File: config.mk
export PLATFORM = sky130hd
export DESIGN_NAME = acs_sequencer
export DESIGN_NICKNAME = d
export VERILOG_FILES = /design/src/design/acs_pkg.sv /design/src/design/acs_sequencer.sv
export SDC_FILE = /design/constraint.sdc
export NUM_CORES = 1
export LEC_CHECK = 0
export BUFFER_PORTS_ARGS = -buffer_cell sky130_fd_sc_hd__buf_2
export CORE_ASPECT_RATIO = 0.9
export CORE_UTILIZATION = 45
export CTS_BUF_LIST = sky130_fd_sc_hd__clkbuf_16
export CTS_CLUSTER_DIAMETER = 120
export CTS_CLUSTER_SIZE = 10
export DETAILED_ROUTE_END_ITERATION = 7
export PLACE_DENSITY = 0.7
export SLEW_MARGIN = 10
export SYNTH_ARGS = -nofsm -noshare
export SYNTH_HDL_FRONTEND = slang
export SYNTH_SLANG_ARGS = --single-unit
export TNS_END_PERCENT = 100
File: constraint.sdc
create_clock -name sys_clk_in -period 2.73 [get_ports sys_clk_in]
set_input_delay 0.1365 -clock sys_clk_in [delete_from_list [all_inputs] [get_ports sys_clk_in]]
set_output_delay 0.1365 -clock sys_clk_in [all_outputs]
set_load 0.005 [all_outputs]
File: src/design/acs_pkg.sv
/*
  constants for the conversion sequencer: register offsets, field positions,
  command modes, flag positions, reset values and trigger timing.
  assumes byte addresses on an 8-bit register port with 32-bit data.
*/
package acs_pkg;
  localparam int ACS_ADDR_W = 8;
  localparam int ACS_DATA_W = 32;
  localparam int ACS_CMD_W = 8;
  // register offsets
  localparam logic [7:0] ACS_REG_CMD = 8'h00;
  localparam logic [7:0] ACS_REG_RESULT = 8'h04;
  localparam logic [7:0] ACS_REG_FLAG = 8'h08;
  localparam logic [7:0] ACS_REG_INT_EN = 8'h0c;
  localparam logic [7:0] ACS_REG_TRIG_CTL = 8'h10;
  localparam logic [7:0] ACS_REG_TRIG_CH = 8'h14;
  // command word fields
  localparam int ACS_CMD_MODE_LSB = 0;
  localparam int ACS_CMD_GI_BIT = 2;
  localparam int ACS_CMD_CH_LSB = 4;
  localparam int ACS_RES_CMD_LSB = 16;
  // command modes
  localparam logic [1:0] ACS_MODE_RESET = 2'h0;
  localparam logic [1:0] ACS_MODE_PAUSE = 2'h1;
  localparam logic [1:0] ACS_MODE_TRIG = 2'h2;
  localparam logic [1:0] ACS_MODE_CONT = 2'h3;
  // trigger control fields
  localparam int ACS_TRIG_LEVEL_BIT = 0;
  localparam int ACS_TRIG_POL_BIT = 1;
  localparam int ACS_TRIG_SEL_LSB = 2;
  localparam logic [1:0] ACS_SEL_NONE = 2'h0;
  localparam logic [1:0] ACS_SEL_SYS0 = 2'h1;
  localparam logic [1:0] ACS_SEL_SYS1 = 2'h2;
  localparam logic [1:0] ACS_SEL_ANALOG = 2'h3;
  // flag positions
  localparam int ACS_FLAG_CC = 0;
  localparam int ACS_FLAG_PAUSE = 1;
  localparam int ACS_FLAG_OVERRUN = 2;
  localparam int ACS_FLAG_LOST = 3;
  localparam int ACS_FLAG_CQE = 4;
  localparam int ACS_FLAG_CQF = 5;
  // reset values
  localparam logic [7:0] ACS_CMD_RST = 8'h00;
  localparam logic [3:0] ACS_TRIG_CTL_RST = 4'h0;
  localparam logic [3:0] ACS_TRIG_CH_RST = 4'h0;
  localparam logic [5:0] ACS_INT_EN_RST = 6'h00;
  // trigger edge to conversion start, in clock cycles
  localparam int ACS_TRIG_DELAY = 4;
endpackage

File: src/design/acs_sequencer.sv
/*
  conversion sequencer: command queue, conversion, result and fetch state
  machines, trigger selection, flags and register port.
  assumes a converter core that takes conv_start_out, works while
  conv_busy_out is high and pulses conv_done_in with its data.
*/
// Notes on behaviour
// - pause mode converts once, then idles
// - pause completion sets pause flag, maybe interrupts
// - every completion raises result dma request
// - result read cancels result request
// - result request holds until result read
// - running conversion requests next command word
// - continuous completion loads pending or waits
// - unsaved result overwritten sets result-lost flag
// - chaining continues only for trigger/continuous
// - reset command stops conversion, clears queue, returns idle
// - reset command withdraws command fetch request
// - source select 11 routes analog channel
// - level select 0 edge; polarity 1 rising
// - 4-bit field picks trigger analog channel
// - trigger config write stops running conversion
// - trigger mode waits, edge starts conversion
// - conversion starts four cycles after edge
// - extra trigger is ignored, sets overrun in edge mode
// - command write drops fetch request
// - flag read clears sticky flags only
// - all sources share one interrupt output
`timescale 1ns/10ps
module acs_sequencer #(
  parameter int RES_W = 16
) (
  input wire logic sys_clk_in,
  input wire logic srst_in,
  input wire logic [acs_pkg::ACS_ADDR_W-1:0] addr_in,
  input wire logic [acs_pkg::ACS_DATA_W-1:0] wdata_in,
  input wire logic wr_in,
  input wire logic rd_in,
  output logic [acs_pkg::ACS_DATA_W-1:0] rdata_out,
  input wire logic [15:0] ana_trig_in,
  input wire logic [1:0] sys_trig_in,
  output logic conv_start_out,
  output logic conv_busy_out,
  output logic [3:0] conv_chan_out,
  input wire logic conv_done_in,
  input wire logic [RES_W-1:0] conv_data_in,
  output logic cmd_dma_req_out,
  output logic res_dma_req_out,
  output logic irq_out
);
  import acs_pkg::*;

  typedef enum logic [2:0] {ACS_C_IDLE, ACS_C_WAIT, ACS_C_DELAY, ACS_C_CONV, ACS_C_POST} acs_conv_e;
  typedef enum logic {ACS_F_IDLE, ACS_F_REQ} acs_fetch_e;
  typedef enum logic {ACS_R_IDLE, ACS_R_REQ} acs_res_e;

  if (RES_W < 1 || RES_W > 16)
  begin : g_chk
    $error("RES_W must be 1 to 16");
  end

  function automatic acs_conv_e run_state(input logic [1:0] mode);
    return (mode == ACS_MODE_TRIG) ? ACS_C_WAIT : ACS_C_CONV;
  endfunction

  function automatic logic [1:0] mode_of(input logic [ACS_CMD_W-1:0] cmd);
    return cmd[ACS_CMD_MODE_LSB +: 2];
  endfunction

  acs_conv_e conv_st;
  acs_conv_e next_conv;
  acs_fetch_e fetch_st;
  acs_fetch_e next_fetch;
  acs_res_e res_st;
  acs_res_e next_res;
  logic [ACS_CMD_W-1:0] cur_cmd;
  logic [ACS_CMD_W-1:0] pend_cmd;
  logic pend_valid;
  logic [ACS_CMD_W-1:0] load_val;
  logic load_cur;
  logic wr_used;
  logic pend_used;
  logic [2:0] dly_cnt;
  logic [RES_W-1:0] result_data;
  logic [ACS_CMD_W-1:0] result_cmd;
  logic [3:0] flag_sticky;
  logic [3:0] flag_set;
  logic [3:0] next_sticky;
  logic [5:0] int_en;
  logic [3:0] trig_ctl;
  logic [3:0] trig_ch;
  logic trig_src;
  logic trig_prev;
  logic trig_edge;
  logic trig_fire;
  logic wr_cmd;
  logic wr_reset;
  logic wr_trig;
  logic rd_res;
  logic rd_flag;
  logic done;
  logic [1:0] wmode;
  logic [1:0] cur_mode;
  logic [1:0] trig_sel;

  assign wmode = wdata_in[ACS_CMD_MODE_LSB +: 2];
  assign cur_mode = mode_of(cur_cmd);
  assign wr_cmd = wr_in && addr_in == ACS_REG_CMD;
  assign wr_reset = wr_cmd && wmode == ACS_MODE_RESET;
  assign wr_trig = wr_in && (addr_in == ACS_REG_TRIG_CTL || addr_in == ACS_REG_TRIG_CH);
  assign rd_res = rd_in && addr_in == ACS_REG_RESULT;
  assign rd_flag = rd_in && addr_in == ACS_REG_FLAG;
  assign done = conv_st == ACS_C_CONV && conv_done_in;
  assign trig_sel = trig_ctl[ACS_TRIG_SEL_LSB +: 2];

  // trigger source selection and edge/level qualification
  always_comb
  begin
    unique case (trig_sel)
      ACS_SEL_ANALOG: trig_src = ana_trig_in[trig_ch];
      ACS_SEL_SYS0: trig_src = sys_trig_in[0];
      ACS_SEL_SYS1: trig_src = sys_trig_in[1];
      ACS_SEL_NONE: trig_src = 1'b0;
    endcase
  end

  // a one-cycle pulse is enough since inputs are sampled every cycle
  assign trig_edge = trig_ctl[ACS_TRIG_POL_BIT] ? (trig_src && !trig_prev)
                                                : (!trig_src && trig_prev);
  assign trig_fire = trig_ctl[ACS_TRIG_LEVEL_BIT] ?
                     (trig_src == trig_ctl[ACS_TRIG_POL_BIT]) : trig_edge;

  always_ff @(posedge sys_clk_in)
  begin
    if (srst_in)
      trig_prev <= 1'b0;
    else
      trig_prev <= trig_src;
  end

  // conversion state machine
  always_comb
  begin
    next_conv = conv_st;
    load_cur = 1'b0;
    load_val = wdata_in[ACS_CMD_W-1:0];
    wr_used = 1'b0;
    pend_used = 1'b0;
    if (wr_reset)
      next_conv = ACS_C_IDLE;
    else if (wr_trig && conv_st inside {ACS_C_WAIT, ACS_C_DELAY, ACS_C_CONV})
      next_conv = ACS_C_IDLE;
    else
    begin
      unique case (conv_st)
        ACS_C_IDLE:
          if (wr_cmd)
          begin
            next_conv = run_state(wmode);
            load_cur = 1'b1;
            wr_used = 1'b1;
          end
        ACS_C_WAIT:
          if (trig_fire)
            next_conv = ACS_C_DELAY;
        ACS_C_DELAY:
          if (dly_cnt == 3'(ACS_TRIG_DELAY - 1))
            next_conv = ACS_C_CONV;
        ACS_C_CONV:
          if (done)
          begin
            if (cur_mode == ACS_MODE_PAUSE)
              next_conv = ACS_C_IDLE;
            else if (pend_valid)
            begin
              next_conv = run_state(mode_of(pend_cmd));
              load_cur = 1'b1;
              load_val = pend_cmd;
              pend_used = 1'b1;
            end
            else if (wr_cmd)
            begin
              next_conv = run_state(wmode);
              load_cur = 1'b1;
              wr_used = 1'b1;
            end
            else
              next_conv = ACS_C_POST;
          end
        ACS_C_POST:
          if (wr_cmd)
          begin
            next_conv = run_state(wmode);
            load_cur = 1'b1;
            wr_used = 1'b1;
          end
      endcase
    end
  end

  always_ff @(posedge sys_clk_in)
  begin
    if (srst_in)
    begin
      conv_st <= ACS_C_IDLE;
      conv_start_out <= 1'b0;
      conv_busy_out <= 1'b0;
    end
    else
    begin
      conv_st <= next_conv;
      conv_start_out <= next_conv == ACS_C_CONV && (conv_st != ACS_C_CONV || done);
      conv_busy_out <= next_conv == ACS_C_CONV;
    end
  end

  always_ff @(posedge sys_clk_in)
  begin
    if (srst_in || conv_st != ACS_C_DELAY)
      dly_cnt <= 3'h1;
    else
      dly_cnt <= dly_cnt + 3'h1;
  end

  // current and pending command words
  always_ff @(posedge sys_clk_in)
  begin
    if (srst_in)
      cur_cmd <= ACS_CMD_RST;
    else if (load_cur)
      cur_cmd <= load_val;
  end

  assign conv_chan_out = cur_cmd[ACS_CMD_CH_LSB +: 4];

  // a write during a conversion is queued without touching the running one, except a reset command, which stops it and clears the queue
  always_ff @(posedge sys_clk_in)
  begin
    if (srst_in || wr_reset)
    begin
      pend_valid <= 1'b0;
      pend_cmd <= ACS_CMD_RST;
    end
    else if (wr_cmd && !wr_used)
    begin
      pend_valid <= 1'b1;
      pend_cmd <= wdata_in[ACS_CMD_W-1:0];
    end
    else if (pend_used)
      pend_valid <= 1'b0;
  end

  // command fetch state machine
  always_comb
  begin
    next_fetch = fetch_st;
    unique case (fetch_st)
      ACS_F_IDLE:
        if (conv_st == ACS_C_CONV && !pend_valid && !wr_cmd)
          next_fetch = ACS_F_REQ;
      ACS_F_REQ:
        if (wr_cmd)
          next_fetch = ACS_F_IDLE;
    endcase
  end

  always_ff @(posedge sys_clk_in)
  begin
    if (srst_in)
    begin
      fetch_st <= ACS_F_IDLE;
      cmd_dma_req_out <= 1'b0;
    end
    else
    begin
      fetch_st <= next_fetch;
      cmd_dma_req_out <= next_fetch == ACS_F_REQ;
    end
  end

  // result state machine; a new completion wins over a same-cycle read
  always_comb
  begin
    next_res = res_st;
    unique case (res_st)
      ACS_R_IDLE:
        if (done)
          next_res = ACS_R_REQ;
      ACS_R_REQ:
        if (!done && rd_res)
          next_res = ACS_R_IDLE;
    endcase
  end

  always_ff @(posedge sys_clk_in)
  begin
    if (srst_in)
    begin
      res_st <= ACS_R_IDLE;
      res_dma_req_out <= 1'b0;
    end
    else
    begin
      res_st <= next_res;
      res_dma_req_out <= next_res == ACS_R_REQ;
    end
  end

  always_ff @(posedge sys_clk_in)
  begin
    if (srst_in)
    begin
      result_data <= '0;
      result_cmd <= ACS_CMD_RST;
    end
    else if (done)
    begin
      result_data <= conv_data_in;
      result_cmd <= cur_cmd;
    end
  end

  // sticky flags; a set in the read cycle survives the clear
  always_comb
  begin
    flag_set = 4'h0;
    flag_set[ACS_FLAG_CC] = done && cur_cmd[ACS_CMD_GI_BIT];
    flag_set[ACS_FLAG_PAUSE] = done && cur_mode == ACS_MODE_PAUSE;
    flag_set[ACS_FLAG_OVERRUN] = trig_edge && cur_mode == ACS_MODE_TRIG &&
                                 !trig_ctl[ACS_TRIG_LEVEL_BIT] &&
                                 conv_st inside {ACS_C_DELAY, ACS_C_CONV};
    flag_set[ACS_FLAG_LOST] = done && res_st == ACS_R_REQ && !rd_res;
    next_sticky = (rd_flag ? 4'h0 : flag_sticky) | flag_set;
  end

  always_ff @(posedge sys_clk_in)
  begin
    if (srst_in)
    begin
      flag_sticky <= 4'h0;
      irq_out <= 1'b0;
    end
    else
    begin
      flag_sticky <= next_sticky;
      irq_out <= |({pend_valid && next_conv != ACS_C_IDLE, !pend_valid, next_sticky} &
                   int_en);
    end
  end

  // configuration registers
  always_ff @(posedge sys_clk_in)
  begin
    if (srst_in)
    begin
      int_en <= ACS_INT_EN_RST;
      trig_ctl <= ACS_TRIG_CTL_RST;
      trig_ch <= ACS_TRIG_CH_RST;
    end
    else if (wr_in)
    begin
      if (addr_in == ACS_REG_INT_EN)
        int_en <= wdata_in[5:0];
      if (addr_in == ACS_REG_TRIG_CTL)
        trig_ctl <= wdata_in[3:0];
      if (addr_in == ACS_REG_TRIG_CH)
        trig_ch <= wdata_in[3:0];
    end
  end

  // read port, data valid the cycle after the strobe
  always_ff @(posedge sys_clk_in)
  begin
    if (srst_in || !rd_in)
      rdata_out <= '0;
    else
    begin
      unique case (addr_in)
        ACS_REG_CMD: rdata_out <= 32'(pend_cmd);
        ACS_REG_RESULT: rdata_out <= (32'(result_cmd) << ACS_RES_CMD_LSB) | 32'(result_data);
        ACS_REG_FLAG: rdata_out <= 32'({pend_valid && conv_st != ACS_C_IDLE, !pend_valid,
                                        flag_sticky});
        ACS_REG_INT_EN: rdata_out <= 32'(int_en);
        ACS_REG_TRIG_CTL: rdata_out <= 32'(trig_ctl);
        ACS_REG_TRIG_CH: rdata_out <= 32'(trig_ch);
        default: rdata_out <= '0;
      endcase
    end
  end
endmodule

Word level (Yosys, flattened, before mapping)
Cells that the tools add are included.
Storage, ports and cells
  bits in registers: 103
  bits of input ports: 79
  output and inout bits: 41
Cells by class
  add/subtract/negate cells: 1
  $lt $le $gt $ge: 1
  eq/ne operators: 21
  muxes and demuxes: 52
  bitwise operators: 5
  reduce and logical (&&, ||, !) cells: 51
Operator list (number)
  24-bit case mux with 6 select lines: 1
  8-bit 2-to-1 mux: 6
  3-bit 2-to-1 mux: 9
  1-bit 2-to-1 mux: 26
  24-bit by 16-bit bitwise OR with 24-bit output: 1
  1-bit logical AND: 23
  8-bit by 4-bit == test with 1-bit output, second input constant: 2
  8-bit by 5-bit == test with 1-bit output, second input constant: 2
  3-bit by 2-bit == test with 1-bit output, second input constant: 4
  3-bit case mux with 4 select lines: 1
  2-bit == test, second input constant: 5
  1-bit logical NOT: 9
  3-bit nonzero test: 3
  8-bit by 3-bit == test with 1-bit output, second input constant: 1
  8-bit logical NOT: 1
  1-bit case mux with 2 select lines: 4
  6-bit bitwise AND: 1
  3-bit by 2-bit != test with 1-bit output, second input constant: 2
  2-bit AND reduction: 3
  6-bit OR reduction: 1
  1-bit logical OR: 5
  4-bit by 5-bit less-than comparator with 1-bit output, second input constant: 1
  1-bit binary-select mux with 4-bit select: 1
  2-bit by 1-bit == test with 1-bit output, second input constant: 2
  13 further kinds: 17

Longest topological paths before layout
Gate-level depths: netlist of the first run.
  depth in word-level cells: 15
  gate-level depth with buffers: 10
  depth with buffers taken out: 8

Least setup slack after synthesis of the first run
OpenSTA, ideal clock, no wires.
  path type: flip-flop to flip-flop
  start: register trig_ch[1]
  end: register conv_start_out
  library setup time: 0.103 ns
  arrival: 2.086 ns
  data required time: 2.627 ns
  setup slack: 0.541 ns
  cell stages (with the launch flop): 9
  path buffers: 1
  clock period less this slack: 2.189 ns
  cells stage by stage: dfxtp_1 > buf_2 > mux4_2 > or2_1 > nand4_1 > a32oi_2 > xor2_1 > o31a_1 > a2111oi_2
Between the ends
  word-level cells in the longest chain between the ends: 13
RTL lines
  from (decl): line acs_sequencer.sv:91  | logic [3:0] trig_ch;
  from (signal assigned): line acs_sequencer.sv:367  | trig_ch <= wdata_in[3:0];
  1-bit binary-select mux with 4-bit select (*): line acs_sequencer.sv:120  | ACS_SEL_ANALOG: trig_src = ana_trig_in[trig_ch];
  1-bit 2-to-1 mux (not written as such) (*): line acs_sequencer.sv:120
  1-bit case mux with 4 select lines (*): line acs_sequencer.sv:119  | unique case (trig_sel)
  1-bit logical NOT: line acs_sequencer.sv:129  | : (!trig_src && trig_prev);
  1-bit logical AND: line acs_sequencer.sv:129
  1-bit 2-to-1 mux: line acs_sequencer.sv:128  | assign trig_edge = trig_ctl[ACS_TRIG_POL_BIT] ? (trig_src && !trig_prev)
  1-bit 2-to-1 mux (*): line acs_sequencer.sv:130  | assign trig_fire = trig_ctl[ACS_TRIG_LEVEL_BIT] ?
  3-bit 2-to-1 mux (*): line acs_sequencer.sv:164  | if (trig_fire)
  3-bit case mux with 4 select lines (*): line acs_sequencer.sv:155  | unique case (conv_st)
  3-bit 2-to-1 mux (*): line acs_sequencer.sv:151  | else if (wr_trig && conv_st inside {ACS_C_WAIT, ACS_C_DELAY, ACS_C_CONV})
  3-bit 2-to-1 mux (*): line acs_sequencer.sv:149  | if (wr_reset)
  3-bit by 2-bit == test with 1-bit output (*): line acs_sequencer.sv:212  | conv_start_out <= next_conv == ACS_C_CONV && (conv_st != ACS_C_CONV || done);
  1-bit logical AND (*): line acs_sequencer.sv:212
  to (signal assigned): line acs_sequencer.sv:212
  to (decl): line acs_sequencer.sv:42  | output logic conv_start_out,
Every way passes the cells marked *; elsewhere a longest branch is shown, timed or not. The select of a mux whose other input is x is not followed.
A chain may end at the register's enable or synchronous reset.

Worst setup path in the final report of the first run
  start: register trig_ch[2]
  end: register irq_out
Between the ends
  word-level cells in the longest chain between the ends: 15
RTL lines
  1-bit binary-select mux with 4-bit select (*): line acs_sequencer.sv:120
  1-bit 2-to-1 mux (not written as such) (*): line acs_sequencer.sv:120
  1-bit case mux with 4 select lines (*): line acs_sequencer.sv:119
  1-bit logical NOT: line acs_sequencer.sv:129
  1-bit logical AND: line acs_sequencer.sv:129
  1-bit 2-to-1 mux: line acs_sequencer.sv:128
  1-bit 2-to-1 mux: line acs_sequencer.sv:130
  3-bit 2-to-1 mux: line acs_sequencer.sv:164
  3-bit case mux with 4 select lines: line acs_sequencer.sv:155
  3-bit 2-to-1 mux: line acs_sequencer.sv:151
  3-bit 2-to-1 mux: line acs_sequencer.sv:149
  3-bit nonzero test: line acs_sequencer.sv:346  | irq_out <= |({pend_valid && next_conv != ACS_C_IDLE, !pend_valid, next_sticky} &
  1-bit logical AND: line acs_sequencer.sv:346
  6-bit bitwise AND (*): line acs_sequencer.sv:346
  6-bit OR reduction (*): line acs_sequencer.sv:346
  to (signal assigned): line acs_sequencer.sv:346
  to (decl): line acs_sequencer.sv:49  | output logic irq_out
Marked as above.

==> results of run 1 <==
==> synthesized netlist by cell type, types with 2 or more instances <==
library cell	n
o2bb2ai_1	5
or2_2	2
inv_1	9
nand3b_1	2
a21oi_1	54
dfxtp_1	95
nor4b_1	3
nand3_1	11
a41oi_1	2
nor3_1	4
and4b_1	2
o32ai_1	3
a221o_1	2
nor2b_1	4
and2_1	26
o31ai_1	4
nand2_1	71
a211oi_1	3
nand4_1	5
nor4_1	4
nand4b_1	2
buf_1	4
nand2b_1	2
ha_1	2
buf_2	5
mux4_2	6
buf_4	12
o21ai_0	8
o21ai_1	2
nor2_1	52
and3_1	3
clkbuf_1	20
mux2i_1	35
a31oi_1	2
==> per-stage QoR <==
stage,hold WS (ns),setup WS [ns],instances
floorplan,0.272,0.541,489
global placement,0.368,0.333,668
detailed placement,0.385,0.225,668
CTS,0.0163,0.209,684
global route,0.0187,0.00477,684
finish,0.0235,0.218,684
==> path summary, 6_finish.rpt <==
| path | start | slack, ns | end | cells past startpoint |
|---|---|---|---|---|
| worst min register to register | dly_cnt[0]$_SDFF_PP1_ | 0.40 | dly_cnt[0]$_SDFF_PP1_ | 1 |
| worst max-delay path | trig_ch[2]$_SDFFE_PP0P_ | 0.22 | irq_out$_SDFF_PP0_ | 8 |
| worst min-delay path | conv_data_in[11] | 0.02 | result_data[11]$_SDFFE_PP0N_ | 3 |
| worst max register to register | trig_ch[2]$_SDFFE_PP0P_ | 0.22 | irq_out$_SDFF_PP0_ | 8 |
==> layer usage <==
layer | global-route usage | wire length [um]
met5 | 0 | 0
met4 | 0.0821 | 177
met3 | 0.0555 | 734
met2 | 0.351 | 4760
met1 | 0.296 | 4730
==> critical path: cells and delay by family (launching register included) <==
family / cells / cell delay [ns]
DFF: 1 / 0.54
and+or+nand+nor: 3 / 0.50
buffers and inverters: 1 / 0.20
muxes: 1 / 0.13
AOI/OAI and AO/OA: 3 / 1.01
==> state kept, by name, summed over array words and instances, names as in the netlist, 3 cells and up <==
register,cells
cur_cmd,8
dly_cnt,3
flag_sticky,4
conv_st,3
rdata_out,24
pend_cmd,8
result_data,16
int_en,6
trig_ch,4
result_cmd,8
trig_ctl,4
==> cell type report <==
class | count | share of cell area
multi-input combinational | 344 | 0.418
clock buffer | 9 | 0.0448
inverter | 9 | 0.00672
sequential | 95 | 0.378
timing repair buffer | 98 | 0.103
clock inverter | 7 | 0.0189
tap | 122 | 0.0304
==> power by group through the flow <==
stage          registers (W)  logic [W]  clock network (W)
3_3_place_gp         0.00142   0.000109                  0
6_report             0.00139   0.000113            0.00134
5_1_grt              0.00139   0.000122            0.00142
4_1_cts              0.00139   0.000111            0.00136
3_5_place_dp         0.00142   0.000110                  0
2_1_floorplan        0.00142  0.0000596                  0
==> logic make-up after synthesis <==
family                   Yosys count
AO/OA/AOI/OAI                     91
XOR/XNOR                           1
adder cells (fa/ha/maj)            2
buffers and inverters             50
flip-flops                        95
multiplexers                      42
other                              1
AND/OR/NAND/NOR                  200
==> flow_summary.ini, run 1 <==
[status]
outcome = complete, no violations

[floorplan]
core.rowCount = 33
die_w_um = 104
die_h_um = 93.8
start_util = 0.464
coreArea_um2 = 9080
die-area_um2 = 9760
io-pin-count = 120

[global_routing]
grt_pass1_vias = 3432
grt_max_degree = 35
grt_overflow_total = 0
antenna_found_initial = 0
grt_pass1_wl_mm = 17.0
grt_use_total = 0.223

[synthesis]
ys.flop_type = dfxtp_1
seq_area_frac_synth = 0.451
ys_top_cells_by_area = dfxtp_1, mux2i_1, a21oi_1, nand2_1, nor2_1
yosys_warnings = 0
ys_ff_latch = 95
syn_inst = 482
synth-edff-count = 0
synth_fa_ha_area_frac = 0.00594
postSynthAreaPerCell_um2 = 8.74
synth_area_um2 = 4210
synth-compound-area-share = 0.133
synth_top_family_by_area = simple AND/OR/NAND/NOR gates
synth_top_area_cell = dfxtp_1
async_reset_ff_frac = 0
synth.distinct_cells = 50
synth_top_area_frac = 0.451
synth-xor-area-share = 0.00208
synth-simple-area-share = 0.232
synthMuxAreaShare = 0.118

[clocking]
clock_latency_ns = 0.35
cts_setup_buffers = 0
cts_tree = yes
clock-sinks = 95
cts-hold-fix-buffers = 0
cts_buffers = 9
cts_resized = 0
cts_buffer_depth = 2
clock_tree.root_cell = clkbuf_16
htreeDepth = 3
clk_pin_slew_ns = 0.07

[setup_path]
cpPeakStageDelay_ns = 0.54
critPathSlowestCell = dfxtp_1
cp-start-kind = flop
crit_chain = mux2i_1 > nor4b_1 > nor3_1 > a32oi_2 > nor4_1 > a211oi_1 > buf_4 > a41oi_1
required_ns = 2.94
crit_type = reg2reg
endpoint_kind = flop
cp.arrival_ns = 2.72
crit_fanout = 8

[pwr]
netSwitchingPower_w = 0.000664
combPwrFrac = 0.040
p_seq_frac = 0.488
p_leak_nw = 2.04
totalPowerFinal_w = 0.00284
pwr-share-clk = 0.472
netSwitchingFraction = 0.234
irDropWorstVdd_v = 0.000384
powerDensity_nw_per_um2 = 565
internal_power_w = 0.00218

[timing]
fin_skew_ns = 0.00734
hold_viol_final = 0
maxSlewViolCount = 0
finalCritPeriodShare = 0.920
tns_ns = 0
tightest_slew_ns = 0.643
fin_crit_ns = 2.51
slew_headroom = 0.568
setup_viol = 0
fmax_ghz = 0.398
rsz0062_at_grt = false

[placement]
place_congestion = 0.993
placed_area_um2 = 4710
io_buffers = 87
dp_hpwl_mm = 7.43

[job]
cap_violations = 0

[detailed_routing]
finalWirelength_mm = 10.4
drt_iter0_markers = 278
drc = 0
final_antenna_net_count = 0
vias = 3670
viasPerCell = 5.37
drtPass1Iterations = 5
drt-wirelength-per-cell_um = 15.2

[cells_and_area]
ff_latch_area_um2 = 1900
drive_above_1_share = 0.226
fin_area_um2 = 5030
num-fill-cells = 839
final_nets = 638
multiInputGateArea_um2 = 2100
mostFrequentLayoutCell = dfxtp_1
diodes = 0
layout_common_cells = dfxtp_1, buf_2, nand2_1
area_delta_synth_final_pct = 19.3
final_core_util = 0.553

[worst_hold_path]
min_path_type = in2reg
No activity file was read; power rests on OpenSTA's default activity.
==> run 2, diff against run 1 <==
--- a/config.mk
+++ b/config.mk
@@ -13,6 +13,7 @@
 export CTS_CLUSTER_SIZE = 10
 export DETAILED_ROUTE_END_ITERATION = 7
 export PLACE_DENSITY = 0.7
+export SETUP_SLACK_MARGIN = 0.5
 export SLEW_MARGIN = 10
 export SYNTH_ARGS = -nofsm -noshare
 export SYNTH_HDL_FRONTEND = slang
==> run 2 against run 1 <==
Clock skew grew 0.00088 ns. Highest routed layer unchanged. Utilization rose by 1.2 points. Critical path depth stayed put. Setup slack better by 0.27 ns. First-iteration DRC count grew 37%. Global-route usage is 0.38 points higher. Die area stayed put. Total power barely moved. Sequential power is essentially flat. Critical path type unchanged. Via count grew 1.9%.
==> flow_summary.ini, run 2 (synthesized netlist as in run 1, its figures left out) <==
[status]
outcome = complete, no violations

[job]
cap_violations = 0

[timing]
slew_headroom = 0.575
fmax_ghz = 0.446
setup_viol = 0
fin_crit_ns = 2.24
rsz0062_at_grt = true
holdWs_ns = 0.0213
maxSlewViolCount = 0
fin_skew_ns = 0.00822
tns_ns = 0
worst_slack_ns = 0.490
hold_viol_final = 0
tightest_slew_ns = 0.635
finalCritPeriodShare = 0.821

[setup_path]
endpoint_kind = flop
critPathBufInv = 2
required_ns = 2.94
critPathSlowestCell = mux4_2
cp.arrival_ns = 2.45
crit_family = compound AO/OA/AOI/OAI gates
crit_fanout = 5
cpPeakStageDelay_ns = 0.47
crit_chain = mux4_2 > or2_1 > nand4_1 > a32oi_4 > buf_6 > a211oi_4 > buf_4 > a41oi_1
crit_type = reg2reg
cp-start-kind = flop

[detailed_routing]
viasPerCell = 5.43
wl_met3_um = 810
final_antenna_net_count = 0
drc = 0
finalWirelength_mm = 10.7
met2_length_mm = 4.95
drt-wirelength-per-cell_um = 15.5
vias = 3739
drt_iter0_markers = 382
drt-met1-wl_mm = 4.72
top_layer = met4
drtPass1Iterations = 5

[pwr]
powerDensity_nw_per_um2 = 553
totalPowerFinal_w = 0.00284
irDropWorstVdd_v = 0.000385
p_leak_nw = 2.08

[floorplan]
start_util = 0.464
die_h_um = 93.8
die-area_um2 = 9760
core.rowCount = 33
die_w_um = 104
coreArea_um2 = 9080
io-pin-count = 120

[clocking]
cts_buffer_depth = 2
clk_pin_slew_ns = 0.07
clock_tree.root_cell = clkbuf_16
htreeDepth = 3
cts_buffers = 9
cts_tree = yes
cts-hold-fix-buffers = 0
clock_latency_ns = 0.35
clock-sinks = 95

[cells_and_area]
drive_above_1_share = 0.251
largest_register_ffs = 24
final_nets = 642
regMostFlops = rdata_out
mostFrequentLayoutCell = dfxtp_1
reg_top3 = rdata_out (24), result_data (16)
layout_common_cells = dfxtp_1, buf_2, nand2_1
diodes = 0
area_delta_synth_final_pct = 21.8

[global_routing]
grt_max_degree = 35
antenna_found_initial = 0
grt_use_total = 0.227
grt_pass1_vias = 3467
grt_pass1_wl_mm = 17.3
grt_overflow_total = 0

[worst_hold_path]
min_path_type = in2reg

[placement]
dp_hpwl_mm = 7.43
place_congestion = 0.993
pre_cts_slack_ns = 0.225
io_buffers = 87
-- run 2: changes by cell type in the layout (fill, tap and decap cells not counted), moves of 2 or more --
cell | previous run | this run
buf_4 | 11 | 14
dfxtp_1 | 95 | 91
dfxtp_2 | 0 | 2
dfxtp_4 | 0 | 2
-- run 2: final timing paths --
path	endpoint	startpoint	cells past startpoint	slack, ns
hold reg to reg	dly_cnt[0]$_SDFF_PP1_	dly_cnt[0]$_SDFF_PP1_	1	0.40
setup / recovery	irq_out$_SDFF_PP0_	trig_ch[1]$_SDFFE_PP0P_	8	0.49
hold / removal	result_data[11]$_SDFFE_PP0N_	conv_data_in[11]	3	0.02
setup reg to reg	irq_out$_SDFF_PP0_	trig_ch[1]$_SDFFE_PP0P_	8	0.49
-- run 2: tightest hold or removal path, cell delays in order --
cell and delay, ns:
buf_2 0.10, nand2_1 0.04, a21oi_1 0.05
-- run 2: layout make-up --
cell class,instances,area [um2]
sequential,95,1910
fill,821,3950
multi-input combinational,344,2160
clock inverter,7,95.1
timing repair buffer,102,552
tap,122,153
inverter,9,33.8
clock buffer,9,225
-- run 2: metal layers --
metal	global-route usage	up-vias
li1	-	1821
met1	0.301	1727
met2	0.360	172
met3	0.0548	19
met4	0.0798	0
met5	0	-
-- run 2: stage by stage --
stage                      util  std cells  area [um2]
after floorplan               -        489        4240
after global placement    0.518        668        4710
after detailed placement  0.518        668        4710
after CTS                 0.564        688        5120
after global routing      0.565        688        5130
final                     0.565        688        5130
-- run 2: power breakdown --
group | leakage (nW) | switching [W] | internal, W
registers | 0.767 | 0.000000776 | 0.00138
logic | 1.15 | 0.0000665 | 0.0000469
clock network | 0.159 | 0.000599 | 0.000744
total | 2.08 | 0.000667 | 0.00217
-- run 2: timing repair --
action / in CTS / in global routing
cloned: 0 / 0
setup endpoints to repair: 6 / 4
pin swaps: 2 / 2
resized for setup: 13 / 5
setup buffers: 4 / 0
